===== src/common/sd_link_params.svh =====
`ifndef SD_LINK_PARAMS_SVH
`define SD_LINK_PARAMS_SVH

// System clock and modulator clock limits
`define SYS_CLK_HZ          40000000
`define MOD_CLK_MAX_HZ      20000000
`define MOD_CLK_MIN_HZ      5000000
// Least divide ratio, rounded up so the modulator clock never exceeds its maximum
`define MOD_CLK_DIV_MIN     ((`SYS_CLK_HZ + `MOD_CLK_MAX_HZ - 1) / `MOD_CLK_MAX_HZ)
// Largest divide ratio, rounded down so the modulator clock never drops below its minimum
`define MOD_CLK_DIV_MAX     (`SYS_CLK_HZ / `MOD_CLK_MIN_HZ)

// Analog input scale in millivolts
`define INPUT_FULL_SCALE_MV 320
`define INPUT_WIDTH         16
`define MOD_INTEG_WIDTH     24
// Modulator integrator limits, in multiples of full scale
`define MOD_INTEG_A_SPAN    8
`define MOD_INTEG_B_SPAN    32

// Decimation filter
`define FILTER_ORDER        3
`define DECIM_RATIO         256
`define OUT_BITS            16
`define SETTLE_WORDS        3
`define CODE_MAX            16'hffff

`endif


===== src/common/sd_link_pkg.sv =====
`default_nettype none
`include "sd_link_params.svh"

package sd_link_pkg;

	typedef logic        [`OUT_BITS-1:0]    sample_t;
	typedef logic signed [`INPUT_WIDTH-1:0] diff_mv_t;

endpackage

`default_nettype wire


===== src/common/sd_link_if.sv =====
`timescale 1ns/100ps
`default_nettype none

interface sd_link_if;

	logic modulator_clock_in;
	logic modulator_bitstream_out;

	modport modulator_end
	(
		input  modulator_clock_in,
		output modulator_bitstream_out
	);

	modport filter_end
	(
		output modulator_clock_in,
		input  modulator_bitstream_out
	);

endinterface

`default_nettype wire


===== src/rtl/sd_decimator_end.sv =====
// Overview of operation
// - Device emits ones density stream, max 20 MHz
// - This end supplies the modulator clock
// - Zero input gives half ones
// - Plus/minus 250 mV give 89.06/10.94 percent
// - Plus/minus 320 mV give all ones/zeros
// - Filter and decimate with sinc3
// - Ratio 256 at 20 MHz gives 78.1 kSPS
// - Minus/plus 250 mV map to 7168/58368
// - Zero input maps to code 32768
// - Launch on rising edge, capture next rising
// - Keep modulator clock within 5 to 20 MHz
// - Sixteen top bits of grown word form result
// - One word per ratio count of clocks
`timescale 1ns/100ps
`default_nettype none
`include "sd_link_params.svh"

module sd_decimator_end
	import sd_link_pkg::*;
#(
	parameter int MOD_CLK_DIV = `MOD_CLK_DIV_MIN, // System clocks per modulator clock, even
	parameter int DECIM_RATIO = `DECIM_RATIO      // Power of two
)
(
	input  wire logic   clk_sys_i,      // System clock, 40 MHz
	input  wire logic   rst_n_i,        // Asynchronous reset, active low
	sd_link_if.filter_end link,         // Modulator clock out, bit stream in
	output var sample_t sample_o,       // Filtered 16-bit code, offset binary
	output var logic    sample_valid_o, // Sample holds a word
	input  wire logic   sample_ready_i  // Consumer takes the word
);

	localparam int ORDER  = `FILTER_ORDER;
	localparam int LOG2DR = $clog2(DECIM_RATIO);
	localparam int GROWTH = ORDER * LOG2DR;
	localparam int ACC_W  = GROWTH + 2;
	localparam int SHIFT  = GROWTH + 1 - `OUT_BITS;
	localparam int HALF   = MOD_CLK_DIV / 2;
	localparam int HALF_W = (HALF > 1) ? $clog2(HALF) : 1;

	localparam logic [LOG2DR-1:0] DEC_LAST   = LOG2DR'(DECIM_RATIO - 1);
	localparam logic [HALF_W-1:0] HALF_LAST  = HALF_W'(HALF - 1);
	localparam logic [1:0]        SETTLE_END = 2'(`SETTLE_WORDS);
	localparam logic [ACC_W-1:0]  GAIN       = ACC_W'(1) << GROWTH;

	typedef logic signed [ACC_W-1:0] acc_t;

	// Divider limits; a ratio outside them would breach the modulator clock range
	initial
	begin
		if (MOD_CLK_DIV < `MOD_CLK_DIV_MIN || MOD_CLK_DIV > `MOD_CLK_DIV_MAX || (MOD_CLK_DIV % 2) != 0)
			$error("Modulator clock divider out of range");
	end

	logic              mod_clk;
	logic [HALF_W-1:0] half_cnt;
	logic              stall;
	logic              rise_now;
	logic [LOG2DR-1:0] dec_cnt;
	logic              dec_done;
	acc_t              integ [ORDER];
	acc_t              delay [ORDER];
	acc_t              comb  [ORDER];
	acc_t              step;
	logic [1:0]        settle_cnt;
	sample_t           next_code;
	logic              push;
	logic              pop;
	sample_t           slot [2];
	logic              slot_vld [2];

	// Offset binary with the top code clipped: full-scale ones would wrap to zero
	function automatic sample_t to_code(input acc_t sum);
		logic [ACC_W-1:0] biased;
		logic [ACC_W-1:0] shifted;
		biased  = ACC_W'(sum) + GAIN;
		shifted = biased >> SHIFT;
		if (shifted > ACC_W'(`CODE_MAX))
			to_code = `CODE_MAX;
		else
			to_code = shifted[`OUT_BITS-1:0];
	endfunction

	// A full buffer stops the modulator clock, so no word is ever dropped
	assign stall    = slot_vld[1];
	assign rise_now = !stall && (half_cnt == HALF_LAST) && !mod_clk;
	assign dec_done = rise_now && (dec_cnt == DEC_LAST);

	always_ff @(posedge clk_sys_i or negedge rst_n_i)
	begin
		if (!rst_n_i)
		begin
			half_cnt <= '0;
			mod_clk  <= 1'b0;
		end
		else if (!stall)
		begin
			if (half_cnt == HALF_LAST)
			begin
				half_cnt <= '0;
				mod_clk  <= ~mod_clk;
			end
			else
				half_cnt <= half_cnt + 1'b1;
		end
	end

	assign link.modulator_clock_in = mod_clk;

	// The bit seen at a rising edge was launched at the previous one
	assign step = link.modulator_bitstream_out ? acc_t'(1) : -acc_t'(1);

	always_ff @(posedge clk_sys_i or negedge rst_n_i)
	begin
		if (!rst_n_i)
		begin
			for (int i = 0; i < ORDER; i++)
				integ[i] <= '0;
		end
		else if (rise_now)
		begin
			integ[0] <= integ[0] + step;
			for (int i = 1; i < ORDER; i++)
				integ[i] <= integ[i] + integ[i-1];
		end
	end

	always_ff @(posedge clk_sys_i or negedge rst_n_i)
	begin
		if (!rst_n_i)
			dec_cnt <= '0;
		else if (rise_now)
			dec_cnt <= dec_cnt + 1'b1;
	end

	// Wrapping arithmetic is safe: the comb differences undo any integrator overflow
	always_comb
	begin
		comb[0] = integ[ORDER-1] - delay[0];
		for (int i = 1; i < ORDER; i++)
			comb[i] = comb[i-1] - delay[i];
		next_code = to_code(comb[ORDER-1]);
	end

	always_ff @(posedge clk_sys_i or negedge rst_n_i)
	begin
		if (!rst_n_i)
		begin
			for (int i = 0; i < ORDER; i++)
				delay[i] <= '0;
		end
		else if (dec_done)
		begin
			delay[0] <= integ[ORDER-1];
			for (int i = 1; i < ORDER; i++)
				delay[i] <= comb[i-1];
		end
	end

	// The comb chain holds start-up garbage until three full periods have passed
	always_ff @(posedge clk_sys_i or negedge rst_n_i)
	begin
		if (!rst_n_i)
			settle_cnt <= '0;
		else if (dec_done && settle_cnt != SETTLE_END)
			settle_cnt <= settle_cnt + 1'b1;
	end

	assign push = dec_done && (settle_cnt == SETTLE_END);
	assign pop  = slot_vld[0] && sample_ready_i;

	// Two-slot shift buffer; slot 0 is the head so the outputs come from flip-flops
	always_ff @(posedge clk_sys_i or negedge rst_n_i)
	begin
		if (!rst_n_i)
		begin
			slot[0]     <= '0;
			slot[1]     <= '0;
			slot_vld[0] <= 1'b0;
			slot_vld[1] <= 1'b0;
		end
		else
		begin
			unique case ({push, pop})
				2'b11:
				begin
					if (slot_vld[1])
					begin
						slot[0] <= slot[1];
						slot[1] <= next_code;
					end
					else
						slot[0] <= next_code;
				end
				2'b01:
				begin
					slot[0]     <= slot[1];
					slot_vld[0] <= slot_vld[1];
					slot_vld[1] <= 1'b0;
				end
				2'b10:
				begin
					if (!slot_vld[0])
					begin
						slot[0]     <= next_code;
						slot_vld[0] <= 1'b1;
					end
					else
					begin
						slot[1]     <= next_code;
						slot_vld[1] <= 1'b1;
					end
				end
				2'b00:
				begin
				end
			endcase
		end
	end

	assign sample_o       = slot[0];
	assign sample_valid_o = slot_vld[0];

endmodule // sd_decimator_end

`default_nettype wire


===== src/flat_wrapper.sv =====
// flat-port wrapper written by rule: the top's interface ports become plain ports
module sd_decimator_end_flat import sd_link_pkg::*;
#(
	parameter int MOD_CLK_DIV = `MOD_CLK_DIV_MIN,                                           
	parameter int DECIM_RATIO = `DECIM_RATIO                     
)
  (clk_sys_i, rst_n_i, sample_o, sample_valid_o, sample_ready_i, link_modulator_clock_in, link_modulator_bitstream_out);
  sd_link_if link_i ();
  input  wire logic clk_sys_i;
  input  wire logic rst_n_i;
  output var sample_t sample_o;
  output var logic sample_valid_o;
  input  wire logic sample_ready_i;
  output wire logic [$bits(link_i.modulator_clock_in)-1:0] link_modulator_clock_in;
  input wire logic [$bits(link_i.modulator_bitstream_out)-1:0] link_modulator_bitstream_out;
  assign link_modulator_clock_in = link_i.modulator_clock_in;
  assign link_i.modulator_bitstream_out = link_modulator_bitstream_out;
  sd_decimator_end #(.MOD_CLK_DIV(MOD_CLK_DIV), .DECIM_RATIO(DECIM_RATIO)) u_core (.clk_sys_i(clk_sys_i), .rst_n_i(rst_n_i), .link(link_i), .sample_o(sample_o), .sample_valid_o(sample_valid_o), .sample_ready_i(sample_ready_i));
endmodule

===== config.mk =====
export PLATFORM = sky130hd
export DESIGN_NAME = sd_decimator_end_flat
export DESIGN_NICKNAME = d
export VERILOG_FILES = /design/src/common/sd_link_pkg.sv /design/src/common/sd_link_if.sv /design/src/rtl/sd_decimator_end.sv /design/src/flat_wrapper.sv
export VERILOG_INCLUDE_DIRS = /design/src /design/src/common
export SDC_FILE = /design/constraint.sdc
export NUM_CORES = 1
export LEC_CHECK = 0
export ABC_AREA = 0
export BUFFER_PORTS_ARGS = -buffer_cell sky130_fd_sc_hd__buf_2
export CAP_MARGIN = 20
export CORE_MARGIN = 3
export CORE_UTILIZATION = 55
export DETAILED_ROUTE_END_ITERATION = 7
export MAX_ROUTING_LAYER = met4
export PLACE_DENSITY = 0.68
export RECOVER_POWER = 100
export REMOVE_ABC_BUFFERS = 1
export SLEW_MARGIN = 20
export SYNTH_ARGS = -nofsm -noshare
export SYNTH_HDL_FRONTEND = slang
export SYNTH_SLANG_ARGS = --single-unit

===== constraint.sdc =====
create_clock -name clk_sys_i -period 14.28 [get_ports clk_sys_i]
set_input_delay 0.714 -clock clk_sys_i [delete_from_list [all_inputs] [get_ports clk_sys_i]]
set_output_delay 0.714 -clock clk_sys_i [all_outputs]
set_load 0.02 [all_outputs]

# Word-level counts from Yosys, hierarchy flattened
# Index checks and enable logic that the tools add are counted.
[totals]
output_inout_bits = 18
in_bits = 4
regBits = 202
wordCells = 63
[op_classes]
eq_ne = 9
muxes = 11
n_lt_le_gt_ge = 1
n_addsub = 10
reduce_logical = 15
n_bitwise = 3
[op_table]
columns = ["op", "n"]
rows = [
  ["two-way mux 16 bit", 5],
  ["adder 26 bit", 3],
  ["subtractor 26 bit", 3],
  ["case mux 16 bit (3 select lines)", 1],
  ["case mux 16 bit (2 select lines)", 1],
  ["adder 26 x 25 -> 26 bit, second input constant", 1],
  ["two-way mux 26 bit", 1],
  ["> comparator 17 x 16 -> 1 bit, second input constant", 1],
  ["adder 8 x 1 -> 8 bit, second input constant", 1],
  ["equality test 8 bit, second input constant", 1],
  ["equality test 2 bit, second input constant", 3],
  ["logical AND 1 bit", 6],
  ["AND reduction 2 bit", 3],
  ["inequality test 2 x 1 -> 1 bit, second input constant", 2],
  ["inequality test 2 bit, second input constant", 2],
  ["case mux 2 bit (2 select lines)", 1],
  ["nonzero test 2 bit", 2],
  ["NOT 1 bit", 3],
  ["AND reduction 3 bit", 1],
  ["nonzero test 3 bit", 1],
  ["adder 2 x 1 -> 2 bit, second input constant", 1],
  ["equality test 2 x 1 -> 1 bit, second input constant", 1],
  ["logical NOT 1 bit", 2],
  ["two-way mux 1 bit", 2],
  ["adder 1 bit, second input constant", 1],
]

# Depth between registers and ports, before layout
[logic_depth]
ltp_word = 8
mapped_depth = 34
ltp_nobuf = 34

# Worst setup path after synthesis
# No wires, ideal clock.
[synth_path]
kind = "register -> register"
start = "register u_core.integ[0] (netlist bit)"
end = "register u_core.slot, in the netlist u_core.sample_o[5]"
setup_time_ns = 0.084
period_less_slack_ns = 6.294
path_buffers = 1
path_slack_ns = 7.986
path_stages_with_launch = 34
t_arrival_ns = 6.210
t_required_ns = 14.196
cell_sequence = "dfrtp_1 > inv_1 > ha_1 > inv_1 > fa_1 > a21o_1 > a21oi_1 > o21bai_1 > a21oi_1 > o21bai_1 > a21oi_1 > o21bai_1 > a21oi_1 > xnor2_1 > ha_1 > and3_1 > nor2b_1 > a211oi_1 > a21oi_1 > o41ai_2 > o31ai_1 > nor2_1 > xnor2_1 > ha_1 > ha_1 > nand4_1 > or3_1 > o221a_2 > o21ai_0 > xnor2_1 > xnor2_1 > buf_6 > o21ba_1 > o22ai_1"
[synth_lines]
columns = ["element", "line_no", "text"]
rows = [
  ["start: declaration", "sd_decimator_end.sv:62", "acc_t integ [ORDER];"],
  ["start signal: indexed assignment", "sd_decimator_end.sv:125", "integ[i] <= integ[i] + integ[i-1];"],
  ["end: declaration", "sd_decimator_end.sv:70", "sample_t slot [2];"],
]

==> flow_summary.toml <==
[status]
outcome = "finished with violations"
violations = "max-capacitance violations, max-slew violations"

[floorplan]
coreArea_um2 = 26200
ios = 22
die_area_um2 = 28800
die_width_um = 170
rows = 59
fp.dieH_um = 170
start_util_pct = 56.3

[critical_path]
path_class = "primary input to async pin"
crit_top_cell = "clkbuf_1"
worstPathCellList = "clkbuf_1, clkbuf_1"
end_kind = "async pin"
path_buf_inv = 2
cp.arrival_ns = 8.40
critPathSlowestCell = "clkbuf_1"
cp_data_required_time_ns = 14.00
cp_top_family = "buffers and inverters"
setup.worst_path.start_class = "primary input"
cp_max_fo = 125
max_stage_delay_ns = 4.59

[clock_network]
clockBufferDepth = 3
cts_root_buffer = "clkbuf_16"
cts_setup_buffers = 0
cts_tree = "yes"
cts_hold_buf = 0
htreeDepth = 1
clk_pin_slew_worst_paths_ns = 0.06
clock-sinks = 201
clock_latency_ns = 0.51
numCtsBuffers = 23
post_cts_resize_count = 0

[timing]
setup_viol = 0
min_period_ns = 8.69
relSlewSlack_pct = -344
worst_slew_pin_slew_ns = 6.66
fin_tns_setup_ns = 0
period_share_pct = 60.8
hold_ws_ns = 0.466
rsz0062_at_grt = "false"
max_freq_mhz = 115
hold_viol = 0
skew_ns = 0.0145
slew_viol_final = 486

[route]
first_pass_iters = 4
viasPerCell = 5.53
wire_per_inst_um = 13.9
drt-initial-drc-count = 460
vias = 11329
antenna_left = 0
wl_mm = 28.4
drcViolationCount = 0

[placement]
place_area_um2 = 15100
io_buffers = 21
gp_congestion = 0.895
hpwlAfterDp_mm = 20.8

[synthesis]
yosys.area_share.simple_pct = 14.2
synth_ff_type = "dfrtp_1"
synth_compound_area_share_pct = 21.3
synth_top_area_share_pct = 34.1
synth-edff-count = 0
synthArstFlopShare_pct = 100
postSynthAreaPerCell_um2 = 8.68
synthXorXnorAreaFrac_pct = 8.12
ys_seq_area_share_pct = 34.1
synth.cell_area_um2 = 14800
ys_ff_latch = 201
synthTopCellsByArea = "dfrtp_1 (34%), ha_1 (15%), o21ai_0 (5.8%)"
synth_top_area_cell = "dfrtp_1"
syn_inst = 1701
synth-adder-area-share_pct = 15.7
synthMuxAreaShare_pct = 1.66
yosys_warnings = 0
synth_top_family_by_area = "compound AO/OA/AOI/OAI gates"
synthDistinctLibCells = 70

[cells_and_area]
fill_cells = 2309
syn2layout_area_growth_pct = 6.72
final_area_um2 = 15800
n_antenna_cell = 0
fin_nets = 1884
drive_above_1_share_pct = 4.67

[global_route]
grt_overflow = 0
grt_max_degree = 126
grt_pass1_vias = 11223
grt_pass1_wl_mm = 50.1
grt_usage_pct = 20.8
antenna_found_initial = 0

[worst_hold_path]
hold_path.class = "register to register"

[job]
cap_violations = 6
[cell usage after synthesis, drive strengths merged, types with 6 or more instances]
| cell type | instances |
|---|---|
| ha | 177 |
| or3 | 6 |
| inv | 120 |
| nor2b | 13 |
| o21bai | 18 |
| a31oi | 8 |
| o21ai | 174 |
| a21o | 44 |
| o21a | 22 |
| dfrtp | 201 |
| a21boi | 7 |
| nand3 | 29 |
| nor2 | 111 |
| xnor2 | 89 |
| nand2 | 216 |
| a21oi | 137 |
| o22ai | 12 |
| and2 | 6 |
| o31ai | 20 |
| a211oi | 14 |
| nor3 | 23 |
| buf | 20 |
| xor2 | 45 |
| clkbuf | 39 |
| nand4 | 9 |
| and3 | 18 |
| mux2 | 20 |
| nand2b | 17 |
| o211ai | 13 |
[worst paths after layout]
kind | startpoint | endpoint | slack, ns | cells past startpoint
worst max-delay path | rst_n_i | u_core.integ[77]$_DFFE_PN0P_ | 5.59 | 2
min in group asynchronous | rst_n_i | u_core.delay[35]$_DFFE_PN0P_ | 2.73 | 1
worst max register to register | u_core.integ[0]$_DFFE_PN0P_ | u_core.sample_o[3]$_DFFE_PN0P_ | 6.53 | 33
worst min-delay path | u_core.dec_cnt[5]$_DFFE_PN0P_ | u_core.dec_cnt[5]$_DFFE_PN0P_ | 0.47 | 1
worst min register to register | u_core.dec_cnt[5]$_DFFE_PN0P_ | u_core.dec_cnt[5]$_DFFE_PN0P_ | 0.47 | 1
max in group clk_sys_i | u_core.integ[0]$_DFFE_PN0P_ | u_core.sample_o[3]$_DFFE_PN0P_ | 6.53 | 33
[sequential cells by signal, summed over array words and instances (netlist names)]
register                        flops
u_core.slot                        16
u_core.stall                        1
u_core.settle_cnt                   2
u_core.sample_valid_o               1
u_core.sample_o                    16
u_core.dec_cnt                      8
u_core.link.modulator_clock_in      1
u_core.delay                       78
u_core.integ                       78
[per-stage QoR]
stage | instances | setup slack, ns | utilization (%)
2_1_floorplan | 1642 | 7.40 | -
3_3_place_gp | 2008 | 7.30 | 57.6
3_5_place_dp | 2008 | 7.19 | 57.6
4_1_cts | 2048 | 7.16 | 60.4
5_1_grt | 2048 | 3.67 | 60.1
6_report | 2048 | 5.59 | 60.1
[per-layer routing]
| metal | part of all wire (%) | global-route usage (%) |
|---|---|---|
| met1 | 46 | 25.5 |
| met2 | 49 | 36.9 |
| met3 | 2.7 | 1.95 |
| met4 | 2.2 | 5.48 |
| met5 | 0 | - |
[logic make-up after synthesis]
kind of cell / count (synthesis)
DFF: 201
muxes: 22
and+or+nand+nor: 470
AOI/OAI and AO/OA: 512
adders and majority gates: 182
xor gates and xnor gates: 135
buffers and inverters: 179
[final cells by class]
cell class / instances / area [um^2] / share of cell area, %
Clock inverter: 9 / 73.8 / 0.469
Multi-Input combinational cell: 1321 / 8990 / 57.0
Clock buffer: 31 / 666 / 4.23
Timing Repair Buffer: 31 / 129 / 0.818
Sequential cell: 201 / 5030 / 31.9
Tap cell: 335 / 419 / 2.66
Inverter: 120 / 450 / 2.86
[placed cells by master, fill, tap and decap left out, drive strengths merged, types with 5 or more instances in the layout]
| cell type | netlist | final |
|---|---|---|
| a2111oi | 5 | 5 |
| a211oi | 14 | 14 |
| a21boi | 7 | 7 |
| a21o | 44 | 44 |
| a21oi | 137 | 137 |
| a31oi | 8 | 8 |
| and2 | 6 | 6 |
| and3 | 18 | 18 |
| clkbuf | 39 | 58 |
| clkinv | 0 | 7 |
| dfrtp | 201 | 201 |
| fa | 5 | 5 |
| ha | 177 | 177 |
| inv | 120 | 121 |
| mux2 | 20 | 20 |
| nand2 | 216 | 216 |
| nand2b | 17 | 17 |
| nand3 | 29 | 29 |
| nand4 | 9 | 9 |
| nor2 | 111 | 111 |
| nor2b | 13 | 13 |
| nor3 | 23 | 23 |
| o211ai | 13 | 13 |
| o21a | 22 | 22 |
| o21ai | 174 | 174 |
| o21ba | 5 | 5 |
| o21bai | 18 | 18 |
| o221ai | 5 | 5 |
| o22ai | 12 | 12 |
| o31ai | 20 | 20 |
| or2 | 5 | 5 |
| or3 | 6 | 6 |
| xnor2 | 89 | 89 |
| xor2 | 45 | 45 |
Power is left out: the tool's default activity adds up to more than one toggle a clock period on the data nets, which glitch-free logic cannot reach.
